===== src/core/ams_cfg.svh =====
// Purpose: constants for the anti-mask and supply supervisor
// Assumes: 200 MHz system clock, APB register access
// Notes: addresses are byte offsets on the APB
`ifndef AMS_CFG_SVH
`define AMS_CFG_SVH
`define AMS_CLK_KHZ     200000
`define AMS_TICK_MS     100
`define AMS_PH_BASE     2'h1
`define AMS_PH_CMP      2'h3
`define AMS_MULT_SHIFT  4
`define AMS_SUP_DEF     12'h76c
`define AMS_FULL_SCALE  13'h0fff
`define AMS_VREF_MV     17'h007d0
`define AMS_DEB_DEF     2
`define AMS_WL_TICKS    3'h4
`define AMS_WL_DELTA    12'h040
`define AMS_PWM_HALF    8'h64
`define AMS_A_CTRL      8'h00
`define AMS_A_STAT      8'h04
`define AMS_A_IRQ       8'h08
`define AMS_A_MASK      8'h0c
`define AMS_A_THR       8'h10
`define AMS_A_CAL       8'h14
`define AMS_A_BASE      8'h18
`define AMS_CTRL_RST    2'h1
`define AMS_CTRL_WL     0
`define AMS_CTRL_PWM    1
`endif


===== src/core/ams_pkg.sv =====
// Purpose: shared types of the supervisor
// Assumes: one-hot sequencer states
// Notes: constants live in ams_cfg.svh
package ams_pkg;
	typedef enum logic [3:0] {
		AMS_IDLE = 4'h1,
		AMS_PD   = 4'h2,
		AMS_SUP  = 4'h4,
		AMS_WL   = 4'h8
	} ams_seq_t;
	typedef enum logic [1:0] {
		AMS_CH_PD  = 2'h0,
		AMS_CH_LED = 2'h1,
		AMS_CH_SUP = 2'h2
	} ams_chan_t;
endpackage : ams_pkg


===== src/core/ams_top.sv =====
// Purpose: anti-mask, supply and white-light supervisor with APB registers
// Assumes: ADC handshake on clk_in; jumpers and fault flags are pins
// Notes: tick period is a parameter so simulation can shorten it
//
// Design decisions made here: the address map and the APB register port.
`timescale 1ns/10ps
`include "ams_cfg.svh"
module ams_top
	import ams_pkg::*;
#(
	parameter int unsigned TICK_CYC = `AMS_CLK_KHZ * `AMS_TICK_MS,
	parameter int unsigned DEB_N    = `AMS_DEB_DEF
) (
	input  wire logic        clk_in,          // 200 MHz
	input  wire logic        rstn_in,         // async, low
	input  wire logic        psel_in,         // apb select
	input  wire logic        penable_in,      // apb enable
	input  wire logic        pwrite_in,       // apb write
	input  wire logic [7:0]  paddr_in,        // byte address
	input  wire logic [31:0] pwdata_in,       // write data
	output logic      [31:0] prdata_out,      // read data
	output logic             pready_out,      // always ready
	output logic             pslverr_out,     // unmapped
	output logic             adc_req_out,     // start pulse
	output logic      [1:0]  adc_chan_out,    // channel
	input  wire logic        adc_done_in,     // result pulse
	input  wire logic [11:0] adc_data_in,     // result
	input  wire logic        pyro_fault_in,   // pin
	input  wire logic [2:0]  jumper_n_in,     // pulse, pet, led
	input  wire logic        status_led_in,   // engine led request
	output logic             status_led_pin_out, // led level
	output logic             status_led_pin_oe_out, // high = drive
	output logic             ir_emitter_drive_out,  // high = on
	output logic             trouble_output_out,    // relay
	output logic             trouble_led_out,       // yellow
	output logic             dc_shift_out,    // compensate pulse
	output logic             pulse_mode_out,  // jumper fitted
	output logic             pet_mode_out,    // jumper fitted
	output logic             led_auto_out,    // jumper fitted
	output logic             irq_out          // level
);
	localparam int TW = $clog2(TICK_CYC);

	// jumper and fault pins come from outside, two flops each
	logic [3:0] pin_s1_q, pin_s2_q;
	always_ff @(posedge clk_in or negedge rstn_in) begin
		if (!rstn_in) begin
			pin_s1_q <= 4'hf;
			pin_s2_q <= 4'hf;
		end else begin
			pin_s1_q <= {~pyro_fault_in, jumper_n_in};
			pin_s2_q <= pin_s1_q;
		end
	end

	// 100 ms tick and mask phase
	logic [TW-1:0] tick_cnt_q, tick_cnt_d;
	logic          tick_q, tick_d;
	logic [1:0]    phase_q, phase_d;
	always_comb begin
		tick_cnt_d = tick_cnt_q + 1'b1;
		tick_d     = 1'b0;
		phase_d    = phase_q;
		if (tick_cnt_q == TW'(TICK_CYC - 1)) begin
			tick_cnt_d = '0;
			tick_d     = 1'b1;
			phase_d    = phase_q + 2'h1;
		end
	end
	always_ff @(posedge clk_in or negedge rstn_in) begin
		if (!rstn_in) begin
			tick_cnt_q <= '0;
			tick_q     <= 1'b0;
			phase_q    <= 2'h0;
		end else begin
			tick_cnt_q <= tick_cnt_d;
			tick_q     <= tick_d;
			phase_q    <= phase_d;
		end
	end

	// multiplier table, entries are gain x16; dimmer ambient gets more margin
	function automatic logic [7:0] ams_mult(input logic [3:0] idx);
		logic [7:0] m;
		m = 8'h11;
		unique case (idx)
			4'h0: m = 8'h20;
			4'h1: m = 8'h1c;
			4'h2: m = 8'h1a;
			4'h3: m = 8'h18;
			4'h4: m = 8'h16;
			4'h5: m = 8'h15;
			4'h6: m = 8'h14;
			4'h7: m = 8'h13;
			default: m = 8'h12;
		endcase
		return m;
	endfunction : ams_mult

	// adc sequencer, shared converter serves three jobs
	ams_seq_t    st_q, st_d;
	logic [2:0]  pend_q, pend_d;
	logic        cmp_q, cmp_d;
	logic [2:0]  wl_cnt_q, wl_cnt_d;
	logic        req_q, req_d;
	logic [1:0]  chan_q, chan_d;
	logic        oe_q, oe_d;
	logic [1:0]  ctrl_q, ctrl_d;
	always_comb begin
		st_d     = st_q;
		pend_d   = pend_q;
		cmp_d    = cmp_q;
		wl_cnt_d = wl_cnt_q;
		req_d    = 1'b0;
		chan_d   = chan_q;
		oe_d     = oe_q;
		if (tick_q) begin
			pend_d[1] = 1'b1;
			if (phase_q == `AMS_PH_BASE || phase_q == `AMS_PH_CMP) begin
				pend_d[0] = 1'b1;
				cmp_d     = (phase_q == `AMS_PH_CMP);
			end
			wl_cnt_d = wl_cnt_q + 3'h1;
			if (wl_cnt_q == `AMS_WL_TICKS - 3'h1) begin
				wl_cnt_d  = 3'h0;
				pend_d[2] = ctrl_q[`AMS_CTRL_WL];
			end
		end
		unique case (st_q)
			AMS_IDLE: begin
				if (pend_q[0]) begin
					st_d      = AMS_PD;
					pend_d[0] = 1'b0;
					req_d     = 1'b1;
					chan_d    = AMS_CH_PD;
				end else if (pend_q[1]) begin
					st_d      = AMS_SUP;
					pend_d[1] = 1'b0;
					req_d     = 1'b1;
					chan_d    = AMS_CH_SUP;
				end else if (pend_q[2]) begin
					st_d      = AMS_WL;
					pend_d[2] = 1'b0;
					req_d     = 1'b1;
					chan_d    = AMS_CH_LED;
					oe_d      = 1'b0;
				end
			end
			AMS_PD, AMS_SUP: begin
				if (adc_done_in) st_d = AMS_IDLE;
			end
			AMS_WL: begin
				if (adc_done_in) begin
					st_d = AMS_IDLE;
					oe_d = 1'b1;
				end
			end
		endcase
	end
	always_ff @(posedge clk_in or negedge rstn_in) begin
		if (!rstn_in) begin
			st_q     <= AMS_IDLE;
			pend_q   <= 3'h0;
			cmp_q    <= 1'b0;
			wl_cnt_q <= 3'h0;
			req_q    <= 1'b0;
			chan_q   <= AMS_CH_PD;
			oe_q     <= 1'b1;
		end else begin
			st_q     <= st_d;
			pend_q   <= pend_d;
			cmp_q    <= cmp_d;
			wl_cnt_q <= wl_cnt_d;
			req_q    <= req_d;
			chan_q   <= chan_d;
			oe_q     <= oe_d;
		end
	end

	// evaluation of results, emitter and fault flags
	logic        pd_done, sup_done, wl_done;
	logic [19:0] prod;
	logic [15:0] comp_q, comp_d;
	logic [11:0] thr_q, thr_d;
	logic [11:0] wl_last_q, wl_last_d;
	logic [11:0] wl_diff;
	logic [7:0]  deb_q, deb_d;
	logic        mask_q, mask_d, sup_q, sup_d, shift_q, shift_d;
	logic        emit_q, emit_d;
	assign pd_done  = (st_q == AMS_PD) && adc_done_in;
	assign sup_done = (st_q == AMS_SUP) && adc_done_in;
	assign wl_done  = (st_q == AMS_WL) && adc_done_in;
	assign prod     = adc_data_in * ams_mult(adc_data_in[11:8]);
	assign wl_diff  = (adc_data_in > wl_last_q) ? adc_data_in - wl_last_q
						: wl_last_q - adc_data_in;
	always_comb begin
		comp_d    = comp_q;
		deb_d     = deb_q;
		mask_d    = mask_q;
		sup_d     = sup_q;
		shift_d   = 1'b0;
		wl_last_d = wl_last_q;
		emit_d    = emit_q;
		if (tick_q && phase_q == `AMS_PH_BASE) emit_d = 1'b0;
		if (tick_q && phase_q == `AMS_PH_CMP) emit_d = 1'b1;
		if (pd_done && !cmp_q) comp_d = prod[19:`AMS_MULT_SHIFT];
		if (pd_done && cmp_q) begin
			if ({4'h0, adc_data_in} > comp_q) begin
				if (deb_q != 8'hff) deb_d = deb_q + 8'h1;
				if (deb_q + 8'h1 >= 8'(DEB_N)) mask_d = 1'b1;
			end else begin
				deb_d  = 8'h0;
				mask_d = 1'b0;
			end
		end
		if (sup_done) sup_d = (adc_data_in < thr_q);
		if (wl_done) begin
			wl_last_d = adc_data_in;
			shift_d   = (wl_diff > `AMS_WL_DELTA);
		end
	end
	always_ff @(posedge clk_in or negedge rstn_in) begin
		if (!rstn_in) begin
			comp_q    <= 16'hffff;
			deb_q     <= 8'h0;
			mask_q    <= 1'b0;
			sup_q     <= 1'b0;
			shift_q   <= 1'b0;
			wl_last_q <= 12'h0;
			emit_q    <= 1'b0;
		end else begin
			comp_q    <= comp_d;
			deb_q     <= deb_d;
			mask_q    <= mask_d;
			sup_q     <= sup_d;
			shift_q   <= shift_d;
			wl_last_q <= wl_last_d;
			emit_q    <= emit_d;
		end
	end

	// pin outputs; pwm gates the emitter level when enabled
	logic [7:0] pwm_cnt_q, pwm_cnt_d;
	logic       pwm_ph_q, pwm_ph_d;
	logic       fault;
	logic       drv_q, trb_q, led_q, sled_q;
	assign fault = mask_q | sup_q | ~pin_s2_q[3];
	always_comb begin
		pwm_cnt_d = pwm_cnt_q + 8'h1;
		pwm_ph_d  = pwm_ph_q;
		if (pwm_cnt_q == `AMS_PWM_HALF - 8'h1) begin
			pwm_cnt_d = 8'h0;
			pwm_ph_d  = ~pwm_ph_q;
		end
	end
	always_ff @(posedge clk_in or negedge rstn_in) begin
		if (!rstn_in) begin
			pwm_cnt_q <= 8'h0;
			pwm_ph_q  <= 1'b0;
			drv_q     <= 1'b0;
			trb_q     <= 1'b0;
			led_q     <= 1'b0;
			sled_q    <= 1'b0;
		end else begin
			pwm_cnt_q <= pwm_cnt_d;
			pwm_ph_q  <= pwm_ph_d;
			drv_q     <= emit_q & (~ctrl_q[`AMS_CTRL_PWM] | pwm_ph_q);
			trb_q     <= fault;
			led_q     <= fault;
			sled_q    <= status_led_in & oe_q;
		end
	end

	// apb slave: zero wait, read data caught in the setup cycle
	logic        setup, wr, rdclr, hit;
	logic [31:0] rd_q, rd_d;
	logic        err_q, err_d;
	logic [3:0]  ev, ist_q, ist_d, msk_q, msk_d;
	logic        irq_q;
	logic [28:0] calp;
	assign setup = psel_in & ~penable_in;
	assign wr    = psel_in & penable_in & pwrite_in;
	assign rdclr = psel_in & penable_in & ~pwrite_in && paddr_in == `AMS_A_IRQ;
	assign ev    = {~pin_s2_q[3], shift_q, sup_d & ~sup_q, mask_d & ~mask_q};
	assign calp  = 29'((`AMS_FULL_SCALE - {1'b0, pwdata_in[27:16]}) * pwdata_in[15:0]);
	always_comb begin
		hit = 1'b1;
		unique case (paddr_in)
			`AMS_A_CTRL: rd_d = {30'h0, ctrl_q};
			`AMS_A_STAT: rd_d = {22'h0, phase_q, ~pin_s2_q[2:0], ~pin_s2_q[3], sup_q,
					mask_q, trb_q, emit_q};
			`AMS_A_IRQ:  rd_d = {28'h0, ist_q};
			`AMS_A_MASK: rd_d = {28'h0, msk_q};
			`AMS_A_THR:  rd_d = {20'h0, thr_q};
			`AMS_A_BASE: rd_d = {16'h0, comp_q};
			`AMS_A_CAL:  rd_d = 32'h0;
			default: begin
				rd_d = 32'h0;
				hit  = 1'b0;
			end
		endcase
		err_d = setup ? ~hit : err_q;
		if (!setup) rd_d = rd_q;
		ctrl_d = ctrl_q;
		msk_d  = msk_q;
		thr_d  = thr_q;
		if (wr && paddr_in == `AMS_A_CTRL) ctrl_d = pwdata_in[1:0];
		if (wr && paddr_in == `AMS_A_MASK) msk_d = pwdata_in[3:0];
		if (wr && paddr_in == `AMS_A_THR) thr_d = pwdata_in[11:0];
		if (wr && paddr_in == `AMS_A_CAL) thr_d = 12'(calp / `AMS_VREF_MV);
		// only bits that were read are cleared, so a late event survives
		ist_d = (rdclr ? ist_q & ~rd_q[3:0] : ist_q) | ev;
	end
	always_ff @(posedge clk_in or negedge rstn_in) begin
		if (!rstn_in) begin
			rd_q   <= 32'h0;
			err_q  <= 1'b0;
			ctrl_q <= `AMS_CTRL_RST;
			msk_q  <= 4'h0;
			thr_q  <= `AMS_SUP_DEF;
			ist_q  <= 4'h0;
			irq_q  <= 1'b0;
		end else begin
			rd_q   <= rd_d;
			err_q  <= err_d;
			ctrl_q <= ctrl_d;
			msk_q  <= msk_d;
			thr_q  <= thr_d;
			ist_q  <= ist_d;
			irq_q  <= |(ist_q & msk_q);
		end
	end

	assign prdata_out            = rd_q;
	assign pready_out            = 1'b1;
	assign pslverr_out           = err_q;
	assign adc_req_out           = req_q;
	assign adc_chan_out          = chan_q;
	assign status_led_pin_out    = sled_q;
	assign status_led_pin_oe_out = oe_q;
	assign ir_emitter_drive_out  = drv_q;
	assign trouble_output_out    = trb_q;
	assign trouble_led_out       = led_q;
	assign dc_shift_out          = shift_q;
	assign pulse_mode_out        = ~pin_s2_q[0];
	assign pet_mode_out          = ~pin_s2_q[1];
	assign led_auto_out          = ~pin_s2_q[2];
	assign irq_out               = irq_q;
endmodule : ams_top


===== config.mk =====
export PLATFORM = sky130hd
export DESIGN_NAME = ams_top
export DESIGN_NICKNAME = d
export VERILOG_FILES = /design/src/core/ams_pkg.sv /design/src/core/ams_top.sv
export VERILOG_INCLUDE_DIRS = /design/src /design/src/core
export SDC_FILE = /design/constraint.sdc
export NUM_CORES = 1
export LEC_CHECK = 0
export ABC_CLOCK_PERIOD_IN_PS = 8200
export BUFFER_PORTS_ARGS = -buffer_cell sky130_fd_sc_hd__buf_2
export CAP_MARGIN = 20
export CORE_UTILIZATION = 39
export CTS_BUF_LIST = sky130_fd_sc_hd__clkbuf_16
export DETAILED_ROUTE_END_ITERATION = 7
export GPL_TIMING_DRIVEN = 0
export PLACE_DENSITY_LB_ADDON = 0.1
export SYNTH_ARGS = -nofsm -noshare
export SYNTH_HDL_FRONTEND = slang
export SYNTH_SLANG_ARGS = --single-unit

===== constraint.sdc =====
create_clock -name clk_in -period 8.2 [get_ports clk_in]
set_input_delay 0.41 -clock clk_in [delete_from_list [all_inputs] [get_ports clk_in]]
set_output_delay 0.41 -clock clk_in [all_outputs]
set_load 0.005 [all_outputs]

==> flow_metrics.tcl, run 1 <==
set metrics [dict create \
    failed_checks "setup timing" \
    die_area_mm2 0.0604 \
    mappedNetlistArea_mm2 0.0232 \
    grt_pass1_vias 22500 \
    largest_family_of_logic_cells_by_synthesized_area "adder cells" \
    floorplan.die.height_um 246 \
    area.sequential_mm2 0.00362 \
    outcome "finished with violations" \
    max-cap-violations 0 \
    area_growth_syn_to_layout_pct 32.7 \
    place_inst 3631 \
    measured_slew_at_the_worst_slew_check_pin_ps 1050 \
    portion_of_the_post_synthesis_area_used_by_sequential_elements_pct 15.6 \
    overflow 0 \
    synth-compound-area-share_pct 21.0 \
    dr.first_iter.drc_count 1184 \
    drive_above_1_share_pct 31.1 \
    num-nets-final 3579 \
    hold_viol_final 0 \
    tritoncts_clock_tree "built" \
    use_met3_pct 1.20 \
    post_synth.cell_area_avg_um2 8.41 \
    worst_path_most_repeated_cell "buf_6" \
    critPathArrivalTime_ps 16680 \
    number_of_synthesized_flops_with_an_enable_pin 0 \
    async_reset_ff_share_pct 100 \
    unrepaired_setup_endpoints_after_global_routing "true" \
    worst_setup_path_start_kind "input pin" \
    drtPass1Iterations 7 \
    final_cell_count_no_fill 3931 \
    fmaxAchievable_ghz 0.0613 \
    global_route.usage.met2_pct 43.0 \
    drt-vias-per-instance 5.59 \
    cts-root-buf "clkbuf_16" \
    postLayoutSetupSlackWorst_ps -8100 \
    final.fill_count 5312 \
    route.final.wire_length_um 72700 \
    timing.max_slew.rel_slack_pct 29.8 \
    layout.cell_area.non_filler_mm2 0.0308 \
    die_width_um 246 \
    antenna_left 0 \
    dp.final_hpwl_um 54100 \
    cell_types_occupying_the_most_area_after_synthesis "fa_1 16%, dfrtp_1 12%, ha_1 9.7%, inv_1 4.9%, nor2b_1 3.9%" \
    cts.sinks 143 \
    cts_buffer_count 17 \
    insertedDiodeCount 0 \
    timing_worst_setup_path_type "in -> reg" \
    grt_pass1_wl_um 119000 \
    cts-htree-levels 4 \
    antenna_found_initial 1 \
    worst-path-max-fanout 10 \
    synthDominantCellAreaShare_pct 15.9 \
    grt.met1_usage_pct 32.0 \
    skew_ps 8.33 \
    yosys.cell_count.top_type "inv_1" \
    crit_path_max_incr_delay_ps 580 \
    post_synth_and_or_nand_nor_area_fraction_pct 22.0 \
    synth.distinct_cells 139 \
    post_synth_mux_area_share_pct 2.90 \
    dpl-instance-area_mm2 0.0256 \
    crit_path_top_delay_cell "fa_1" \
    synthXorXnorAreaFrac_pct 4.33 \
    num_io_pins 110 \
    synth_top_cells_by_count "302 x inv_1, 209 x nand2_1, 184 x fa_1, 179 x ha_1, 149 x o21ai_0" \
    routed-via-count 22000 \
    core_area_mm2 0.0582 \
    slew_viol_final 0 \
    track_usage_pct 24.2 \
    synth_flop_cell "dfrtp_1" \
    remaining_drc_errors 0 \
    yosys_warnings 0 \
    top_usage_layer "met2" \
    netlist.top_cell.by_area "fa_1" \
    pin_count_of_the_biggest_net_entering_global_routing 91 \
    starting_density_of_the_core_pct 39.8 \
    postSynthCellCount 2756 \
    port_buffers 87 \
    critical_path.endpoint_type "flop" \
    placementRows 88 \
    place.gp.congestion 0.884 \
    setup_viol_count_final 12 \
    period_share_pct 199 \
    synth.ff_latch_count 143 \
    clock_tree.buffer_depth 2 \
    yosys.area_share.adder_pct 25.9 \
    clk_pin_slew_ps 70 \
    worstSkewPairLatency_ps 440 \
    period_minus_slack_ps 16300 \
    multi_input_comb_area_mm2 0.0204 \
    min-delay-path-class "in -> reg" \
    critical_path_required_ps 8570 \
    routedWlPerCell_um 18.5 \
    hold_ws_ps 67.6 \
]
[cell families after synthesis]
| logic type | after synthesis |
|---|---|
| AO/OA/AOI/OAI | 687 |
| XOR/XNOR | 112 |
| adder cells (fa/ha/maj) | 370 |
| buffers and inverters | 438 |
| flip-flops | 143 |
| multiplexers | 63 |
| other | 2 |
| AND/OR/NAND/NOR | 941 |
[path summary, 6_finish.rpt]
| kind | to | start | slack [ps] | cells past startpoint |
|---|---|---|---|---|
| worst max-delay path | thr_q[0] | pwdata_in[23] | -8100 | 70 |
| worst min-delay path | pin_s1_q[2] | jumper_n_in[2] | 70 | 1 |
| worst max register to register | dc_shift_out | wl_last_q[0] | 3440 | 21 |
| worst min register to register | pin_s2_q[2] | pin_s1_q[2] | 360 | 0 |
| max in group asynchronous | st_q[0] | rstn_in | 6830 | 3 |
| min in group asynchronous | dc_shift_out | rstn_in | 490 | 2 |
[metrics by stage]
step | setup slack, ps | TNS [ps] | utilization [%]
6_report | -8100 | -57930 | 52.8
3_5_place_dp | -10190 | -79250 | 43.9
5_1_grt | -8610 | -63020 | 52.8
2_1_floorplan | -7250 | -49330 | -
4_1_cts | -7760 | -54900 | 50.4
3_3_place_gp | -10110 | -78450 | 43.8
[flip-flops by register name, indices dropped and copies added, names as in the netlist, 2 cells and up]
signal and count:
comp_q 16, adc_chan_out 2, prdata_out 16, st_q 4, pin_s2_q 4, phase_q 2
ctrl_q 2, wl_cnt_q 3, deb_q 8, thr_q 12, wl_last_q 12, pend_q 3
ist_q 4, msk_q 4, pwm_cnt_q 8, tick_cnt_q 25, pin_s1_q 4
[layer usage]
layer | up-vias | share of wire (%)
li1 | 10400 | -
met1 | 11000 | 45
met2 | 508 | 50
met3 | 104 | 3.2
met4 | 2 | 2.0
met5 | - | 0.018
[layout make-up]
cell class / instances / share of cell area [%]
sequential: 143 / 11.8
clock buffer: 17 / 1.38
inverter: 303 / 3.70
tap: 765 / 3.11
multi-input combinational: 2197 / 66.2
clock inverter: 15 / 0.484
buffer: 130 / 4.04
timing repair buffer: 361 / 9.30
[timing repair]
item                       in CTS  in global routing
cloned                          5                  1
pin swaps                     157                136
hold buffers                    1                  0
gates resized for setup       371                172
setup buffers                 179                 87
setup endpoints to repair      12                 12
hold endpoints to repair       24                  0
[cell usage in the layout, fill, tap and decap left out, types with 24 or more instances in the layout]
cell | Yosys | routed
xor2_1 | 40 | 38
a21o_1 | 51 | 49
nor2b_1 | 145 | 124
dfstp_2 | 34 | 34
xnor2_1 | 69 | 61
buf_6 | 4 | 64
ha_1 | 179 | 168
a21oi_4 | 3 | 24
nand3_1 | 80 | 73
fa_1 | 184 | 163
nand2b_1 | 92 | 79
a21oi_1 | 137 | 103
nand2_1 | 209 | 199
dfrtp_1 | 109 | 109
o211ai_1 | 33 | 33
conb_1 | 2 | 24
o21ai_0 | 149 | 124
nor2_1 | 144 | 129
and2_1 | 31 | 25
nor3_1 | 44 | 29
clkbuf_16 | 0 | 29
mux2i_1 | 39 | 25
inv_2 | 1 | 30
clkbuf_1 | 66 | 37
buf_4 | 45 | 263
and3_1 | 42 | 40
inv_1 | 302 | 273
buf_2 | 13 | 69
[critical path: cells and delay by family]
kind / cells / cell delay [ps]
AO/OA/AOI/OAI: 32 / 7020
AND/OR/NAND/NOR: 15 / 3730
multiplexers: 1 / 350
buffers and inverters: 15 / 1950
adder cells (fa/ha/maj): 7 / 3160
Power of run 1 is not shown: default switching activity piles up to over one toggle a cycle in this logic, so the estimate is an artifact.
==> run 2, diff against run 1 <==
Settings changed: ABC_AREA set to 1.
==> run 2 against run 1 <==
The run still ends with setup timing left. Largest cell class unchanged. Die area decreased by 7.8%. Non-clock buffer count decreased by 180. Register-to-register slack gained 790 ps. Routed wire length down 18%. Worst setup slack improved by 2100 ps. Fmax rose by 15%. Worst hold slack gained 3.2 ps. Critical path depth grew 50.
==> flow_metrics.tcl, run 2 <==
set metrics [dict create \
    outcome "finished with violations" \
    failed_checks "setup timing" \
    drtPass1Iterations 5 \
    insertedDiodeCount 0 \
    async_reset_ff_share_pct 100 \
    fin_setup_tns_ps -42000 \
    setup.worst_path.start "pwdata_in[12]" \
    period_minus_slack_ps 14200 \
    mostFrequentLayoutCell "nand2_1" \
    cts.sinks 143 \
    crit_path_max_incr_delay_ps 520 \
    route.met3.wl_um 2240 \
    clk_pin_slew_ps 60 \
    period_share_pct 173 \
    finish.utilization_pct 49.9 \
    post_synth_mux_area_share_pct 0.246 \
    skew_ps 8.24 \
    cts_buffer_count 17 \
    overflow 0 \
    critPathArrivalTime_ps 14540 \
    post_synth_and_or_nand_nor_area_fraction_pct 30.6 \
    yosys_warnings 0 \
    worst_setup_path_start_kind "input pin" \
    worst_path_most_repeated_cell "nand2_4" \
    core_area_mm2 0.0539 \
    antenna_found_initial 1 \
    track_usage_pct 22.0 \
    worstHoldStart "jumper_n_in[2]" \
    grt_pass1_wl_um 99900 \
    mappedNetlistArea_mm2 0.0214 \
    highest_layer "met5" \
    largest_family_of_logic_cells_by_synthesized_area "simple AND/OR/NAND/NOR gates" \
    routedWlPerCell_um 14.9 \
    starting_density_of_the_core_pct 39.6 \
    dp.final_hpwl_um 47600 \
    worst-path-max-fanout 8 \
    timing_worst_setup_path_type "in -> reg" \
    number_of_synthesized_flops_with_an_enable_pin 0 \
    grt_pass1_vias 20000 \
    registers.top_by_ff_count "tick_cnt_q" \
    reg2reg_setup_slack_ps 4230 \
    tritoncts_clock_tree "built" \
    min_delay_path_depth 1 \
    slew_viol_final 0 \
    area.sequential_mm2 0.00362 \
    die_width_um 236 \
    pin_count_of_the_biggest_net_entering_global_routing 91 \
    synthDominantCellAreaShare_pct 17.2 \
    drive_above_1_share_pct 27.2 \
    fmaxAchievable_ghz 0.0704 \
    synth.distinct_cells 72 \
    synth_flop_cell "dfrtp_1" \
    postSynthCellCount 3008 \
    r2r-end "dc_shift_out" \
    die_area_mm2 0.0557 \
    route.final.wire_length_um 59700 \
    unrepaired_setup_endpoints_after_global_routing "true" \
    met2_wirelength_um 29700 \
    synthXorXnorAreaFrac_pct 2.83 \
    cts-root-buf "clkbuf_16" \
    final_cell_mix "545 x nand2_1, 537 x inv_1, 285 x nor2_1" \
    worstHoldEndpoint "pin_s1_q[2]" \
    remaining_drc_errors 0 \
    netlist.top_cell.by_area "fa_1" \
    hold_viol_final 0 \
    synth_top_cells_by_count "648 x nand2_1, 569 x inv_1, 331 x nor2_1, 184 x fa_1, 179 x ha_1" \
    worst_r2r_startpoint "wl_last_q[0]" \
    num_io_pins 110 \
    drt-vias-per-instance 4.95 \
    cell_types_occupying_the_most_area_after_synthesis "fa_1 17%, dfrtp_1 13%, nand2_1 11%, ha_1 10%, inv_1 10%" \
    wl_met1_um 26900 \
    setup_viol_count_final 12 \
    yosys.area_share.adder_pct 27.7 \
    multi_input_comb_area_mm2 0.0169 \
    place.gp.congestion 0.868 \
    max-cap-violations 0 \
    final.fill_count 5267 \
    postLayoutSetupSlackWorst_ps -6000 \
    post_synth.cell_area_avg_um2 7.10 \
    dr.first_iter.drc_count 1175 \
    floorplan.die.height_um 236 \
    placementRows 85 \
    timing.max_slew.rel_slack_pct 36.8 \
    measured_slew_at_the_worst_slew_check_pin_ps 939 \
    largest_register_ff_count 25 \
    routed-via-count 19900 \
    critical_path.endpoint_type "flop" \
    yosys.cell_count.top_type "nand2_1" \
    port_buffers 81 \
    antenna_left 0 \
    ff2ff_path_depth 15 \
    portion_of_the_post_synthesis_area_used_by_sequential_elements_pct 17.0 \
    synth.ff_latch_count 143 \
    cts-htree-levels 4 \
    clock_tree.buffer_depth 2 \
    synth-compound-area-share_pct 9.06 \
    num-nets-final 3733 \
    critical_path_required_ps 8530 \
    crit_path_top_delay_cell "fa_1" \
    min-delay-path-class "in -> reg" \
    area_growth_syn_to_layout_pct 26.0 \
    worstSkewPairLatency_ps 440 \
]
[run 2: worst max-delay path, delay by kind of cell]
kind | cells | cell delay [ps]
and+or+nand+nor | 91 | 8830
adders and majority gates | 6 | 2770
buffers and inverters | 17 | 1500
AOI/OAI and AO/OA | 5 | 820
xor gates and xnor gates | 1 | 130
[run 2: kinds of logic (layout without fill, tap and decap cells)]
| logic type | after synthesis | after routing |
|---|---|---|
| other | 2 | 24 |
| muxes | 5 | 5 |
| buffers and inverters | 692 | 980 |
| AOI/OAI and AO/OA | 332 | 333 |
| and+or+nand+nor | 1402 | 1403 |
| DFF | 143 | 143 |
| adders and majority gates | 363 | 363 |
| xor gates and xnor gates | 69 | 69 |
[run 2: how the worst max path moves through the flow]
stage	slack, ps	endpoint	cells past startpoint
final	-6000	thr_q[0]	120
after floorplan	-4760	thr_q[0]	120
after detailed placement	-7390	thr_q[0]	119
after global placement	-7180	thr_q[0]	117
after CTS	-5720	thr_q[0]	116
after global routing	-7110	thr_q[0]	114
[run 2: layout make-up]
| class | instances | area share, % |
|---|---|---|
| buffer | 53 | 1.66 |
| clock buffer | 17 | 1.58 |
| clock inverter | 15 | 0.539 |
| inverter | 637 | 9.44 |
| multi-input combinational | 2197 | 62.7 |
| sequential | 143 | 13.5 |
| tap | 696 | 3.24 |
| timing repair buffer | 258 | 7.36 |
[run 2: timing repair]
action | CTS | global route
setup endpoints to repair | 12 | 12
endpoints found under the hold margin | 30 | 0
buffers inserted | 134 | 41
hold buffers | 1 | 0
pin swaps | 158 | 87
cloned | 2 | 0
resized for setup | 272 | 118
[run 2: per-stage QoR]
step / instances / hold slack [ps] / cell area, µm² / setup slack (ps)
global route: 4016 / 50.7 / 26900 / -7110
detailed placement: 3809 / 347 / 23500 / -7390
finish: 4016 / 70.8 / 26900 / -6000
floorplan: 3030 / 114 / 22200 / -4760
CTS: 3975 / 49.9 / 26200 / -5720
global placement: 3807 / 348 / 23500 / -7180
[run 2: per-layer routing]
layer  track usage (%)  up-vias
met4              4.97        2
li1                  -     9894
met5                 0        -
met1              28.7     9570
met2              38.9      354
met3              2.21       47
Power of run 2 is left out for the same reason.
